**config.mk**
```make
export PLATFORM = sky130hd
export DESIGN_NAME = bcs_sequencer
export DESIGN_NICKNAME = d
export VERILOG_FILES = /design/src/bcs_pkg.sv /design/src/bcs_step_if.sv /design/src/bcs_sequencer.sv /design/src/bcs_step_table.sv
export SDC_FILE = /design/constraint.sdc
export NUM_CORES = 1
export LEC_CHECK = 0
export BUFFER_PORTS_ARGS = -buffer_cell sky130_fd_sc_hd__buf_4
export CAP_MARGIN = 10
export CORE_ASPECT_RATIO = 0.5
export CORE_MARGIN = 1.5
export CORE_UTILIZATION = 50
export CTS_CLUSTER_SIZE = 20
export DETAILED_ROUTE_END_ITERATION = 8
export PLACE_DENSITY = 0.69
export SYNTH_ARGS = -nofsm -noshare
export SYNTH_HDL_FRONTEND = slang
export SYNTH_SLANG_ARGS = --single-unit
```
**constraint.sdc**
```tcl
create_clock -name ref_clk -period 7.52 [get_ports ref_clk]
set_clock_uncertainty 0.2 [all_clocks]
set_input_delay 0.376 -clock ref_clk [delete_from_list [all_inputs] [get_ports ref_clk]]
set_output_delay 0.376 -clock ref_clk [all_outputs]
set_load 0.05 [all_outputs]
```
**src/bcs_pkg.sv**
```systemverilog
// Shared types, constants and strobe decoding for the bus cycle sequencer
package bcs_pkg;

    typedef enum logic [3:0] {
        K_CPL, K_DAA, K_DI, K_EI, K_EXDE, K_EXAF, K_EXSPHL, K_EXSPIX,
        K_HALT, K_IM, K_INCG, K_INCHL, K_CMPBLK, K_CMPREP, K_DECREMENT_BRANCH_NONZERO
    } bcs_instr_t;

    typedef enum logic [2:0] {
        C_FETCH1, C_FETCH2, C_READ, C_WRITE, C_IDLE, C_HALTF, C_END
    } bcs_cycle_t;

    typedef struct packed {
        logic rdN;
        logic wrN;
        logic memReqN;
        logic ioReqN;
        logic fetchN;
        logic haltN;
        logic firstFetch;
        logic dataOe;
    } bcs_strobe_t;

    localparam int unsigned STEP_W         = 4;
    localparam int unsigned CLK_PERIOD_NS  = 10;
    localparam int unsigned IDLE_CMP       = 3;
    localparam int unsigned IDLE_REP_GO    = 5;
    localparam int unsigned IDLE_REP_DONE  = 3;
    localparam int unsigned IDLE_DECREMENT_BRANCH_NONZERO_GO   = 3;
    localparam int unsigned IDLE_DECREMENT_BRANCH_NONZERO_DONE = 1;
    localparam logic [STEP_W-1:0] STEP_DECREMENT_BRANCH_NONZERO_TI = 4'h1;
    localparam bcs_strobe_t STROBE_REST = '{1'b1, 1'b1, 1'b1, 1'b1, 1'b1, 1'b1, 1'b1, 1'b0};

    function automatic bcs_strobe_t strobesOf(input bcs_cycle_t c);
        bcs_strobe_t s;
        s = STROBE_REST;
        case (c)
            C_FETCH1: begin
                s.rdN = 1'b0; s.memReqN = 1'b0; s.fetchN = 1'b0; s.firstFetch = 1'b0;
            end
            C_FETCH2: begin
                s.rdN = 1'b0; s.memReqN = 1'b0; s.fetchN = 1'b0;
            end
            C_READ: begin
                s.rdN = 1'b0; s.memReqN = 1'b0;
            end
            C_WRITE: begin
                s.wrN = 1'b0; s.memReqN = 1'b0; s.dataOe = 1'b1;
            end
            C_HALTF: begin
                s.rdN = 1'b0; s.memReqN = 1'b0; s.fetchN = 1'b0;
                s.haltN = 1'b0; s.firstFetch = 1'b0;
            end
            default: s = STROBE_REST;
        endcase
        return s;
    endfunction

endpackage

```
**src/bcs_step_if.sv**
```systemverilog
// Lookup channel between the sequencer and its step table
interface bcs_step_if;
    import bcs_pkg::*;
    bcs_instr_t        kind;
    logic [STEP_W-1:0] step;
    logic              done;
    bcs_cycle_t        cycle;
    modport seq_side   (output kind, output step, output done, input cycle);
    modport table_side (input kind, input step, input done, output cycle);
endinterface

```
**src/bcs_sequencer.sv**
```systemverilog
// Bus cycle sequencer for block compare, branch, exchange, halt and mode instructions
// Function
// RL1: Every instruction opens with a three-state opcode fetch, read, memory request, fetch and first-fetch low, write and I/O request high.
// RL2: In an idle state all strobes, halt and first-fetch are high and the data bus is released.
// RL3: An unfinished repeating compare fetches two opcodes, reads memory, then spends five idle states.
// RL4: A finished repeating compare ends after the memory read and three idle states.
// RL5: A taken decrement-and-branch runs fetch, one idle, displacement read, then two more idle states.
// RL6: After the idle state following the decrement-and-branch fetch, bus, refresh and DMA requests are not granted; the code enforces it only when taken.
// RL7: The interrupt-enable instruction is one fetch cycle and the interrupt request is not sampled at its end.
// RL8: Each state lasts one clock and cycles follow without gaps unless wait or bus requests intervene.
module bcs_sequencer
    import bcs_pkg::*;
(
    // Clock and reset
    input  wire logic       ref_clk,
    input  wire logic       rst,
    // Instruction request from the decoder
    input  wire logic       instrStart,
    input  bcs_instr_t      instrKind,
    input  wire logic       instrFinish,
    output logic            instrReady,
    output logic            instrDone,
    output logic            intSample,
    // Bus pins from outside
    input  wire logic       waitReqN,
    input  wire logic       busReq,
    input  wire logic       resumeReq,
    // Bus strobes
    output logic            rdN,
    output logic            wrN,
    output logic            memory_request_n,
    output logic            io_request_n,
    output logic            opcode_fetch_cycle_n,
    output logic            haltN,
    output logic            first_fetch_status,
    output logic            dataOe,
    output logic            busAck
);

    typedef enum logic [2:0] {PH_REST, PH_T1, PH_T2, PH_T3, PH_TI, PH_HOLD} bcs_phase_t;

    bcs_phase_t        phase_q, phase_d;
    bcs_cycle_t        cyc_q, cyc_d;
    bcs_instr_t        kind_q;
    logic [STEP_W-1:0] step_q, step_d;
    logic              done_q, ignore_q, ignore_d;
    logic [1:0]        waitSync_q, busSync_q, resumeSync_q;
    bcs_strobe_t       strobe_q, strobe_d;
    logic              ready_q, instrDone_q, intSample_q, busAck_q;

    bcs_step_if stepIf ();
    bcs_step_table uTable (.tbl(stepIf.table_side));

    // Pins are asynchronous to ref_clk, so only the second stage is read
    always_ff @(posedge ref_clk) begin
        if (rst) begin
            waitSync_q   <= 2'h3;
            busSync_q    <= 2'h0;
            resumeSync_q <= 2'h0;
        end else begin
            waitSync_q   <= {waitSync_q[0], waitReqN};
            busSync_q    <= {busSync_q[0], busReq};
            resumeSync_q <= {resumeSync_q[0], resumeReq};
        end
    end

    function automatic bcs_phase_t phaseFor(input bcs_cycle_t c);
        case (c)
            C_IDLE:  return PH_TI;
            C_END:   return PH_REST;
            default: return PH_T1;
        endcase
    endfunction

    wire waitS      = waitSync_q[1];
    wire busS       = busSync_q[1];
    wire resumeS    = resumeSync_q[1];
    wire startTake  = (phase_q == PH_REST) && instrStart && !busS;
    wire cycleEnd   = (phase_q == PH_T3) || (phase_q == PH_TI);
    wire haltExit   = (cyc_q == C_HALTF) && resumeS;
    wire haltStay   = (cyc_q == C_HALTF);
    wire instrEnd   = cycleEnd && ((stepIf.cycle == C_END) || haltExit);
    wire djnzTiEnd  = (phase_q == PH_TI) && (kind_q == K_DECREMENT_BRANCH_NONZERO) && (step_q == STEP_DECREMENT_BRANCH_NONZERO_TI)
                      && !done_q;
    wire grantMid   = (phase_q == PH_TI) && busS && !ignore_q && !djnzTiEnd && !instrEnd; // RL6
    wire intAllowed = (kind_q != K_EI) && (kind_q != K_DI); // RL7

    assign stepIf.kind = startTake ? instrKind : kind_q;
    assign stepIf.done = startTake ? instrFinish : done_q;
    // Step is parked in halt so a long halt never wraps back to a first fetch
    assign stepIf.step = startTake ? '0 : haltStay ? step_q : STEP_W'(step_q + 1'b1);

    always_comb begin
        phase_d  = phase_q;
        cyc_d    = cyc_q;
        step_d   = step_q;
        ignore_d = ignore_q || djnzTiEnd; // RL6
        case (phase_q)
            PH_REST: begin
                if (busS) begin
                    phase_d = PH_HOLD;
                    cyc_d   = C_END;
                end else if (startTake) begin
                    step_d  = '0;
                    cyc_d   = stepIf.cycle;
                    phase_d = phaseFor(stepIf.cycle); // RL1
                end
            end
            PH_T1:   phase_d = PH_T2; // RL8
            PH_T2:   phase_d = waitS ? PH_T3 : PH_T2;
            PH_HOLD: begin
                if (!busS) phase_d = phaseFor(cyc_q);
            end
            default: phase_d = phase_q;
        endcase
        if (cycleEnd) begin
            if (instrEnd) begin
                phase_d  = PH_REST;
                cyc_d    = C_END;
                ignore_d = 1'b0;
            end else begin
                step_d  = stepIf.step;
                cyc_d   = stepIf.cycle;
                phase_d = grantMid ? PH_HOLD : phaseFor(stepIf.cycle); // RL8
            end
        end
    end

    // Strobes follow the cycle type only inside T1..T3; rest and hold release all
    wire inBusCycle = (phase_d == PH_T1) || (phase_d == PH_T2) || (phase_d == PH_T3);
    assign strobe_d = inBusCycle ? strobesOf(cyc_d) : STROBE_REST; // RL2

    always_ff @(posedge ref_clk) begin
        if (rst) begin
            phase_q  <= PH_REST;
            cyc_q    <= C_END;
            step_q   <= '0;
            kind_q   <= K_CPL;
            done_q   <= 1'b0;
            ignore_q <= 1'b0;
        end else begin
            phase_q  <= phase_d;
            cyc_q    <= cyc_d;
            step_q   <= step_d;
            ignore_q <= ignore_d;
            if (startTake) begin
                kind_q <= instrKind;
                done_q <= instrFinish;
            end
        end
    end

    always_ff @(posedge ref_clk) begin
        if (rst) begin
            strobe_q    <= STROBE_REST;
            ready_q     <= 1'b0;
            instrDone_q <= 1'b0;
            intSample_q <= 1'b0;
            busAck_q    <= 1'b0;
        end else begin
            strobe_q    <= strobe_d;
            ready_q     <= (phase_d == PH_REST) && !busS;
            instrDone_q <= instrEnd;
            intSample_q <= instrEnd && intAllowed; // RL7
            busAck_q    <= (phase_d == PH_HOLD);
        end
    end

    assign rdN                  = strobe_q.rdN;
    assign wrN                  = strobe_q.wrN;
    assign memory_request_n     = strobe_q.memReqN;
    assign io_request_n         = strobe_q.ioReqN;
    assign opcode_fetch_cycle_n = strobe_q.fetchN;
    assign haltN                = strobe_q.haltN;
    assign first_fetch_status   = strobe_q.firstFetch;
    assign dataOe               = strobe_q.dataOe;
    assign instrReady           = ready_q;
    assign instrDone            = instrDone_q;
    assign intSample            = intSample_q;
    assign busAck               = busAck_q;

    // Idle states seen so far in the running instruction, for checking only
    logic [3:0] tiCount_q;
    wire  [3:0] tiCountNow = tiCount_q + 4'((phase_q == PH_TI) ? 1 : 0);
    always_ff @(posedge ref_clk) begin
        if (rst || startTake) tiCount_q <= 4'h0;
        else tiCount_q <= tiCountNow;
    end
endmodule

```
**src/bcs_step_table.sv**
```systemverilog
// Machine cycle sequence of each instruction, indexed by step
module bcs_step_table
    import bcs_pkg::*;
(
    // Lookup
    bcs_step_if.table_side tbl
);

    logic [STEP_W-1:0] s;
    assign s = tbl.step;

    always_comb begin
        tbl.cycle = C_END;
        case (tbl.kind)
            K_CPL, K_DI, K_EI, K_EXDE: begin
                if (s == 4'h0) tbl.cycle = C_FETCH1; // RL1
            end
            K_DAA, K_EXAF, K_INCG: begin
                if (s == 4'h0) tbl.cycle = C_FETCH1;
                else if (s == 4'h1) tbl.cycle = C_IDLE;
            end
            K_IM: begin
                if (s == 4'h0) tbl.cycle = C_FETCH1;
                else if (s == 4'h1) tbl.cycle = C_FETCH2;
            end
            K_HALT: begin
                // Halt fetches repeat until the sequencer sees a resume
                tbl.cycle = (s == 4'h0) ? C_FETCH1 : C_HALTF;
            end
            K_INCHL: begin
                case (s)
                    4'h0:    tbl.cycle = C_FETCH1;
                    4'h1:    tbl.cycle = C_READ;
                    4'h2:    tbl.cycle = C_IDLE;
                    4'h3:    tbl.cycle = C_WRITE;
                    default: tbl.cycle = C_END;
                endcase
            end
            K_EXSPHL: begin
                case (s)
                    4'h0:       tbl.cycle = C_FETCH1;
                    4'h1, 4'h2: tbl.cycle = C_READ;
                    4'h3:       tbl.cycle = C_IDLE;
                    4'h4, 4'h5: tbl.cycle = C_WRITE;
                    default:    tbl.cycle = C_END;
                endcase
            end
            K_EXSPIX: begin
                case (s)
                    4'h0:       tbl.cycle = C_FETCH1;
                    4'h1:       tbl.cycle = C_FETCH2;
                    4'h2, 4'h3: tbl.cycle = C_READ;
                    4'h4:       tbl.cycle = C_IDLE;
                    4'h5, 4'h6: tbl.cycle = C_WRITE;
                    default:    tbl.cycle = C_END;
                endcase
            end
            K_CMPBLK, K_CMPREP: begin
                if (s == 4'h0) tbl.cycle = C_FETCH1;
                else if (s == 4'h1) tbl.cycle = C_FETCH2;
                else if (s == 4'h2) tbl.cycle = C_READ;
                else if (tbl.kind == K_CMPBLK && s < 4'(3 + IDLE_CMP)) tbl.cycle = C_IDLE;
                else if (tbl.kind == K_CMPREP && !tbl.done && s < 4'(3 + IDLE_REP_GO))
                    tbl.cycle = C_IDLE; // RL3
                else if (tbl.kind == K_CMPREP && tbl.done && s < 4'(3 + IDLE_REP_DONE))
                    tbl.cycle = C_IDLE; // RL4
            end
            K_DECREMENT_BRANCH_NONZERO: begin
                case (s)
                    4'h0:       tbl.cycle = C_FETCH1;
                    4'h1:       tbl.cycle = C_IDLE;
                    4'h2:       tbl.cycle = C_READ;
                    4'h3, 4'h4: tbl.cycle = tbl.done ? C_END : C_IDLE; // RL5
                    default:    tbl.cycle = C_END;
                endcase
            end
            default: tbl.cycle = C_END;
        endcase
    end

endmodule

```
==> impl_metrics.py, run 1 <==
metrics = {
    "power_and_ir_drop": {
        "p_sw_frac": 0.426,
        "peakVddDrop_v": 0.000233,
        "p_comb_frac": 0.489,
        "p_switching_uw": 352,
        "seq_power_share": 0.304,
        "power.density_nw_per_um2": 328,
        "power_uw": 825,
        "leakage_nw": 0.939,
        "p_int_uw": 473,
        "pwr-share-clk": 0.207,
    },
    "final_layout": {
        "final_cells": 341,
        "finalNetCount": 296,
        "syn2layout_area_growth_pct": 7.49,
        "n_antenna_cell": 0,
        "fillCellCount": 400,
        "design_area_sq_um": 2510,
        "drive_gt1_frac": 0.236,
    },
    "detailed_routing": {
        "first_pass_iters": 5,
        "first_iter_violations": 169,
        "routed_wl_mm": 5.58,
        "postRouteAntennaNets": 0,
        "vias": 2086,
        "drc_errors": 0,
        "vias_per_cell": 6.12,
        "wl_per_cell_um": 16.4,
    },
    "clock_network": {
        "hold_buffers": 0,
        "postCtsSetupRepairBufs": 0,
        "postCtsResizedCells": 0,
        "cts_tree": "built",
        "clk_latency_ps": 290,
        "cts_buffer_depth": 2,
        "cts-buffers-inserted": 5,
        "clock_sink_count": 33,
        "ctsRootBufferMaster": "clkbuf_8",
        "path_clk_slew_ps": 80,
        "cts-htree-levels": 2,
    },
    "grt": {
        "antenna_found_initial": 0,
        "grt_max_degree": 32,
        "grtUsageMet3": 0.0369,
        "grt_util_met2": 0.329,
        "top_usage_layer": "met1",
        "grt_pass1_vias": 1760,
        "grt.total_usage": 0.229,
        "grt_use_met1": 0.355,
        "grt_overflow": 0,
        "grt_pass1_wl_mm": 9.00,
    },
    "floorplanning": {
        "fp.dieH_um": 51.4,
        "core_area_sq_um": 4450,
        "rows": 17,
        "start_util": 0.526,
        "ios": 23,
        "die_area_sq_um": 5120,
        "die_x_um": 99.7,
    },
    "synth": {
        "yosys-top-cells-area": "dfxtp_1 (28%), nand2_1 (4.7%), nor3_1 (3.6%)",
        "seq_area_frac_synth": 0.283,
        "synth_seq_cells": 33,
        "avgSynthCellArea_sq_um": 8.57,
        "synth_nets": 286,
        "yosysWarningCount": 0,
        "synthCells": 273,
        "synth-edff-count": 0,
        "ys.flop_type": "dfxtp_1",
        "async_flop_share": 0,
        "yosysTopAreaCellShare": 0.283,
        "synth_cell_type_count": 77,
        "synth_largest_area_cell": "dfxtp_1",
        "syn-cell-area_sq_um": 2340,
    },
    "worst_setup_path": {
        "cp.required_ps": 7480,
        "slowest_stage": "dfxtp_1",
        "cp_max_fo": 20,
        "cp_slowest_stage_delay_ps": 760,
        "worstPathCellList": "ha_1, or2b_2, o211a_1, nor3_1, nand2_1, a31oi_1, a31o_4, mux2_4, a21o_4, or4_1",
        "start_kind": "flop",
        "path_class": "flop to flop",
        "cp.arrival_ps": 3910,
        "crit_path_end_kind": "flop",
    },
    "placed_design": {
        "dpl-instance-area_sq_um": 2400,
        "hpwl_mm": 4.08,
        "dp.cells": 333,
        "dp_slack_ps": 3590,
        "numPortBuffers": 21,
        "gp_congestion": 0.939,
    },
    "job": {
        "cap_violations": 0,
    },
    "sta": {
        "rsz0062_at_grt": "false",
        "finalCritPeriodShare": 0.526,
        "fmax_mhz": 253,
        "slew_viol_final": 0,
        "fin_crit_ps": 3960,
        "finalSetupViolations": 0,
        "worst_slack_ps": 3560,
        "worst_pin_slew_ps": 678,
        "fin_tns_setup_ps": 0,
        "final_hold_viol_count": 0,
        "relSlewSlack": 0.548,
    },
    "min_path": {
        "hold_path_class": "input pin to flop",
    },
    "outcome": {
        "run_status": "complete, no violations",
    },
}
==> through the flow <==
stage / utilization / hold WS (ps)
after floorplan: - / 189
after detailed placement: 0.540 / 195
after global routing: 0.565 / 60.7
final: 0.565 / 72.8
after global placement: 0.540 / 191
after CTS: 0.565 / 68.5
==> synth_stat cells (2+ instances only) <==
cell,n
nand2b_1,4
o21ai_1,3
clkbuf_8,5
and3b_1,2
o2111ai_2,2
nor2b_1,8
nor3b_1,5
a21o_1,2
nor4_1,3
and2_1,3
xnor2_1,7
inv_1,6
and2b_2,3
nand4_1,3
o21ai_0,6
nand4b_1,4
nand3b_1,2
buf_4,3
a21oi_1,11
nor3_1,17
or4_1,3
ha_1,2
a31oi_1,6
or3_1,2
o211ai_1,2
a221o_2,2
o31a_1,2
nor2_1,20
nand3_1,5
a211oi_1,4
a2bb2oi_1,2
buf_6,5
nand2_1,29
and3_2,2
dfxtp_1,33
or2_2,3
or2b_2,6
buf_2,2
mux2i_1,3
or3_4,2
clkbuf_1,3
==> critical path, delay by kind of cell (launching register included) <==
family	cells	cell delay, ps
compound gates	4	1070
flops	1	760
fa+ha+maj	1	330
mux	1	320
simple gates	4	1140
==> area by class of cell <==
type	instances	area, sq um	area share
Clock buffer	5	68.8	0.0274
Clock inverter	3	46.3	0.0184
Inverter	6	22.5	0.00896
Multi-Input combinational cell	216	1490	0.591
Sequential cell	33	661	0.263
Tap cell	57	71.3	0.0284
Timing Repair Buffer	21	158	0.0627
==> cells by family (layout without fill, tap and decap cells) <==
group,count (synthesis),in the layout,share of synthesized area
AOI/OAI and AO/OA,66,66,0.231
and+or+nand+nor,134,134,0.333
adders and majority gates,2,2,0.0107
other,1,1,0.00160
buffers and inverters,24,35,0.0819
DFF,33,33,0.283
xor gates and xnor gates,8,8,0.0300
muxes,5,5,0.0289
==> final timing paths <==
check                                    from            end  slack (ps)  cells after the start
worst min register to register  waitSync_q[0]  waitSync_q[1]         210                      1
worst min-delay path                 waitReqN  waitSync_q[0]          70                      2
worst max-delay path                step_q[0]          haltN        3560                     10
worst max register to register      step_q[0]          haltN        3560                     10
==> power by group through the flow <==
stage	clock network, mW	registers (mW)	logic [mW]
3_3_place_gp	0	0.252	0.394
2_1_floorplan	0	0.260	0.327
5_1_grt	0.180	0.256	0.438
4_1_cts	0.172	0.249	0.400
6_report	0.170	0.251	0.403
3_5_place_dp	0	0.253	0.396
==> flip-flops by register name, indices dropped and copies added (netlist names), 2 cells and up <==
register,count
busSync_q,2
cyc_q,3
kind_q,4
phase_q,3
resumeSync_q,2
step_q,4
waitSync_q,2
==> layout by cell type (no fill, tap or decap), drive strengths merged, types with 4 or more instances in the layout <==
cell    netlist  layout
a21o          4       4
inv           6       6
nor3b         5       5
nor3         17      17
dfxtp        33      33
buf          10      21
nand4b        4       4
nand3         6       6
or3           4       4
o21ai        10      10
or2           4       4
nand2b        4       4
nand2        29      29
a31oi         6       6
nor2b         8       8
a21oi        11      11
or2b          6       6
clkbuf        8       5
nor2         21      21
a211oi        4       4
xnor2         7       7
==> metal layers <==
metal	share of wire	wire, um
met1	0.53	2930
met2	0.41	2300
met3	0.056	314
met4	0.0056	31
met5	0	0
(Power assumes the default switching activity.)
==> inputs of run 2 (changes only) <==
==> constraint.sdc (replaced) <==
create_clock -name ref_clk -period 3.8 [get_ports ref_clk]
set_clock_uncertainty 0.2 [all_clocks]
set_input_delay 0.19 -clock ref_clk [delete_from_list [all_inputs] [get_ports ref_clk]]
set_output_delay 0.19 -clock ref_clk [all_outputs]
set_load 0.05 [all_outputs]
==> run 2 against run 1 <==
Against the previous run: final area grew 6.3%; non-clock buffer count increased by 17; register-to-register slack got worse by 3400 ps; die area is the same; global-route usage is 1.5 points higher; wire length grew 2.1%; sequential power increased by 89%; setup slack got worse by 3400 ps; core utilization rose by 3.5 points; combinational power is 110% higher; largest power group unchanged.
==> impl_metrics.py, run 2 (synthesis results as in run 1) <==
metrics = {
    "clock_network": {
        "cts-buffers-inserted": 5,
        "path_clk_slew_ps": 70,
        "clk_latency_ps": 290,
        "cts_tree": "built",
        "ctsRootBufferMaster": "clkbuf_8",
        "clock_sink_count": 33,
        "cts-htree-levels": 2,
        "postCtsSetupRepairBufs": 0,
        "cts_buffer_depth": 2,
    },
    "power_and_ir_drop": {
        "power.density_nw_per_um2": 629,
        "p_switching_uw": 699,
        "leakage_nw": 1.02,
        "pwr-share-clk": 0.206,
        "p_comb_frac": 0.511,
        "p_sw_frac": 0.416,
        "peakVddDrop_v": 0.000531,
        "seq_power_share": 0.283,
        "p_int_uw": 982,
    },
    "grt": {
        "grt_pass1_wl_mm": 9.57,
        "grt_max_degree": 32,
        "grt.total_usage": 0.244,
        "antenna_found_initial": 0,
        "grt_overflow": 0,
        "grt_pass1_vias": 1914,
    },
    "detailed_routing": {
        "drc_errors": 0,
        "routed_wl_mm": 5.69,
        "vias": 2192,
        "postRouteAntennaNets": 0,
        "wl_per_cell_um": 15.9,
        "first_pass_iters": 7,
        "vias_per_cell": 6.12,
        "first_iter_violations": 208,
    },
    "final_layout": {
        "design_area_sq_um": 2670,
        "reg.largest.list": "kind_q: 4 flops, step_q: 4 flops",
        "final_cells": 358,
        "syn2layout_area_growth_pct": 14.2,
        "final_cell_mix": "dfxtp_1 (31), buf_4 (30), nand2_1 (29), nor2_1 (20), nor3_1 (17)",
        "drive_gt1_frac": 0.262,
        "finalNetCount": 313,
        "final_common_cell": "dfxtp_1",
        "n_antenna_cell": 0,
        "fillCellCount": 388,
        "multiInputGateArea_sq_um": 1490,
        "register_area_sq_um": 663,
    },
    "worst_setup_path": {
        "r2r_cells": 11,
        "cp.arrival_ps": 3600,
        "start_kind": "flop",
        "slowest_stage": "or4_1",
        "cp.required_ps": 3760,
        "crit_path_end_kind": "flop",
        "path_class": "flop to flop",
        "worstPathCellList": "ha_1, or2b_2, o211a_1, nor3_1, nand2_1, a31oi_1, buf_4, a31o_4, mux2_4, a21o_4, or4_1",
        "cp_slowest_stage_delay_ps": 470,
        "cp_max_fo": 11,
    },
    "sta": {
        "rsz0062_at_grt": "false",
        "slew_viol_final": 0,
        "fin_tns_setup_ps": 0,
        "fmax_mhz": 275,
        "relSlewSlack": 0.612,
        "final_hold_viol_count": 0,
        "finalCritPeriodShare": 0.957,
        "finalSetupViolations": 0,
        "worst_pin_slew_ps": 578,
        "fin_crit_ps": 3640,
    },
    "floorplanning": {
        "die_x_um": 99.7,
        "die_area_sq_um": 5120,
        "start_util": 0.526,
        "rows": 17,
        "ios": 23,
        "core_area_sq_um": 4450,
        "fp.dieH_um": 51.4,
    },
    "placed_design": {
        "hpwl_mm": 4.17,
        "gp_congestion": 0.976,
        "dp.cells": 342,
        "numPortBuffers": 21,
        "dpl-instance-area_sq_um": 2470,
    },
    "outcome": {
        "run_status": "complete, no violations",
    },
    "job": {
        "cap_violations": 0,
    },
    "min_path": {
        "holdPathStages": 2,
        "hold_path_class": "input pin to flop",
    },
}
==> run 2: final cells by class <==
| cell class | count | area share |
|---|---|---|
| clock buffers | 6 | 0.0309 |
| clock inverters | 2 | 0.0141 |
| inverters | 6 | 0.00843 |
| multi-input cells | 216 | 0.557 |
| flip-flops and latches | 33 | 0.248 |
| well taps | 57 | 0.0267 |
| repair buffers | 38 | 0.114 |
==> run 2: per-layer routing <==
metal  wire length, um  up-vias  GRT usage
met2              2370       76      0.351
met4               102        0     0.0939
met1              2880     1045      0.360
met3               338       13     0.0424
li1                  -     1058          -
met5                 0        -          0
==> run 2: stage by stage <==
stage	util	total power [mW]	hold slack, ps	worst slack [ps]
2_1_floorplan	-	1.16	93.8	385
3_3_place_gp	0.555	1.31	180	111
3_5_place_dp	0.555	1.32	178	64.6
4_1_cts	0.600	1.67	70.6	38.1
5_1_grt	0.601	1.79	86.5	43.8
6_report	0.601	1.68	66.1	164
==> run 2: repair_timing <==
action,4_1_cts,5_1_grt
endpoints found under the hold margin,8,0
hold buffers,8,0
endpoints found under the setup margin,0,4
gates resized for setup,0,3
==> run 2: power groups by stage <==
stage / clock network [mW] / logic (mW) / registers, mW
2_1_floorplan: 0 / 0.647 / 0.514
3_3_place_gp: 0 / 0.827 / 0.479
3_5_place_dp: 0 / 0.835 / 0.481
4_1_cts: 0.349 / 0.849 / 0.474
5_1_grt: 0.369 / 0.940 / 0.483
6_report: 0.346 / 0.859 / 0.475
==> run 2: final timing paths <==
check / startpoint / endpoint / slack, ps
setup / recovery: step_q[1] / haltN / 160
hold / removal: rst / resumeSync_q[0] / 70
setup reg to reg: step_q[1] / haltN / 160
hold reg to reg: waitSync_q[0] / waitSync_q[1] / 210
==> run 2: worst max-delay path, delay by kind of cell, from the launching register on <==
family / cells / cell delay (ps)
and+or+nand+nor: 4 / 1180
AOI/OAI and AO/OA: 4 / 930
DFF: 1 / 430
muxes: 1 / 330
adders and majority gates: 1 / 250
buffers and inverters: 1 / 180
==> inputs of run 3 (changes only) <==
--- a/config.mk
+++ b/config.mk
@@ -7,7 +7,7 @@
 export LEC_CHECK = 0
 export BUFFER_PORTS_ARGS = -buffer_cell sky130_fd_sc_hd__buf_4
 export CAP_MARGIN = 10
-export CORE_ASPECT_RATIO = 0.5
+export CORE_ASPECT_RATIO = 1.25
 export CORE_MARGIN = 1.5
 export CORE_UTILIZATION = 50
 export CTS_CLUSTER_SIZE = 20
==> run 3 against run 2 <==
Against the previous run: critical path depth decreased by 1; final area decreased by 0.70%; final cell count decreased by 0.28%; count of clock-buffer cells in the layout unchanged; fmax increased by 1.4%; global-route usage decreased by 0.64 points; highest routed layer unchanged; sequential cell count unchanged; register-to-register slack improved by 50 ps; setup slack improved by 51 ps; combinational power decreased by 4.4%; die area decreased by 0.44%; critical path type unchanged.
==> impl_metrics.py, run 3 (synthesis results as in run 1) <==
metrics = {
    "outcome": {
        "run_status": "complete, no violations",
    },
    "detailed_routing": {
        "routed_wl_mm": 5.67,
        "wl_per_cell_um": 15.9,
        "vias_per_cell": 6.02,
        "vias": 2150,
        "postRouteAntennaNets": 0,
        "first_iter_violations": 191,
        "first_pass_iters": 4,
        "drc_errors": 0,
    },
    "clock_network": {
        "hold_buffers": 8,
        "postCtsSetupRepairBufs": 0,
        "ctsRootBufferMaster": "clkbuf_8",
        "clock_sink_count": 33,
        "path_clk_slew_ps": 70,
        "clk_latency_ps": 290,
        "postCtsResizedCells": 0,
        "cts-htree-levels": 2,
        "cts-buffers-inserted": 5,
        "cts_tree": "built",
        "cts_buffer_depth": 2,
    },
    "grt": {
        "grt_pass1_vias": 1959,
        "antenna_found_initial": 0,
        "grt.total_usage": 0.238,
        "grt_pass1_wl_mm": 9.37,
        "grt_max_degree": 32,
        "grt_overflow": 0,
    },
    "worst_setup_path": {
        "worstPathCellList": "ha_1, or2b_2, o211a_1, nor3_1, nand2_1, a31oi_1, a31o_4, mux2_4, a21o_4, or4b_1",
        "crit_path_end": "rdN",
        "r2r_slack_ps": 210,
        "rr_endpoint": "rdN",
        "cp.required_ps": 3770,
        "reg2reg_from": "step_q[1]",
        "cp.arrival_ps": 3550,
        "crit_cells": 10,
        "slowest_stage": "dfxtp_1",
        "crit_buf_inv": 0,
        "start_kind": "flop",
        "r2r_cells": 10,
        "crit_path_end_kind": "flop",
        "critPathTopFamily": "simple AND/OR/NAND/NOR gates",
        "cp_max_fo": 11,
        "path_class": "flop to flop",
        "startpoint": "step_q[1]",
        "cp_slowest_stage_delay_ps": 530,
    },
    "placed_design": {
        "hpwl_mm": 4.11,
        "gp_congestion": 0.952,
        "dp.cells": 341,
        "dpl-instance-area_sq_um": 2450,
        "numPortBuffers": 21,
    },
    "floorplanning": {
        "die_area_sq_um": 5100,
        "start_util": 0.524,
        "die_x_um": 64.2,
        "ios": 23,
        "core_area_sq_um": 4460,
        "rows": 27,
        "fp.dieH_um": 79.5,
    },
    "final_layout": {
        "final_common_cell": "dfxtp_1",
        "syn2layout_area_growth_pct": 13.4,
        "design_area_sq_um": 2650,
        "finalNetCount": 311,
        "final_cell_mix": "dfxtp_1 (33), nand2_1 (29), buf_4 (28), nor2_1 (20), nor3_1 (17)",
        "n_antenna_cell": 0,
        "reg.largest.list": "kind_q: 4 flops, step_q: 4 flops",
        "utilization": 0.595,
        "final_cells": 357,
        "drive_gt1_frac": 0.247,
        "fillCellCount": 439,
    },
    "min_path": {
        "hold_path_class": "input pin to flop",
    },
    "sta": {
        "worst_pin_slew_ps": 581,
        "fin_crit_ps": 3590,
        "fmax_mhz": 279,
        "finalCritPeriodShare": 0.943,
        "relSlewSlack": 0.611,
        "finalSetupViolations": 0,
        "rsz0062_at_grt": "false",
        "fin_tns_setup_ps": 0,
        "slew_viol_final": 0,
        "final_hold_viol_count": 0,
    },
    "power_and_ir_drop": {
        "peakVddDrop_v": 0.000412,
        "leakage_nw": 1.01,
        "power.density_nw_per_um2": 626,
    },
    "job": {
        "cap_violations": 0,
    },
}
[run 3: cell count changes in the layout (fill, tap and decap cells not counted)]
cell	change
buf_4	-2
ha_2	-1
dfxtp_1	+2
dfxtp_2	-2
ha_1	+1
[run 3: metrics by stage]
stage               hold WS [ps]  power (mW)  setup WS (ps)
floorplan                   93.8        1.16            385
global placement             178        1.31            303
detailed placement           178        1.31            234
CTS                         59.3        1.67            220
global route                96.4        1.78           12.6
finish                      66.3        1.66            215
[run 3: how the worst min path moves through the flow]
| stage | start | endpoint | slack (ps) | cells after the start |
|---|---|---|---|---|
| after global routing | rst | resumeSync_q[1] | 100 | 2 |
| after global placement | waitReqN | waitSync_q[0] | 180 | 2 |
| after detailed placement | waitReqN | waitSync_q[0] | 180 | 2 |
| final | rst | instrDone | 70 | 2 |
| after CTS | rst | instrDone | 60 | 2 |
| after floorplan | waitReqN | waitSync_q[0] | 90 | 1 |
[run 3: layout make-up]
cell class                 instances  area [sq um]  share of cell area
sequential                        33           661               0.249
multi-input combinational        216          1490               0.560
timing repair buffer              36           290               0.109
tap                               58          72.6              0.0274
clock inverter                     2          37.5              0.0142
clock buffer                       6          82.6              0.0311
inverter                           6          22.5             0.00849
[run 3: worst register-to-register path, stage by stage, from the launching register on]
cell	delay, ps
dfxtp_1	530
ha_1	290
or2b_2	320
o211a_1	290
nor3_1	240
nand2_1	80
a31oi_1	310
a31o_4	230
mux2_4	320
a21o_4	210
or4b_1	460
[run 3: metal layers]
layer  share of wire  vias to the layer above  GRT usage
li1                -                     1057          -
met1            0.42                     1013      0.288
met2            0.50                       60      0.394
met3           0.040                       20     0.0451
met4           0.043                        0      0.132
met5               0                        -          0
[run 3: power by group]
part,internal [mW],switching (mW)
sequential,0.405,0.0871
combinational,0.350,0.471
clock,0.213,0.134
total,0.969,0.692
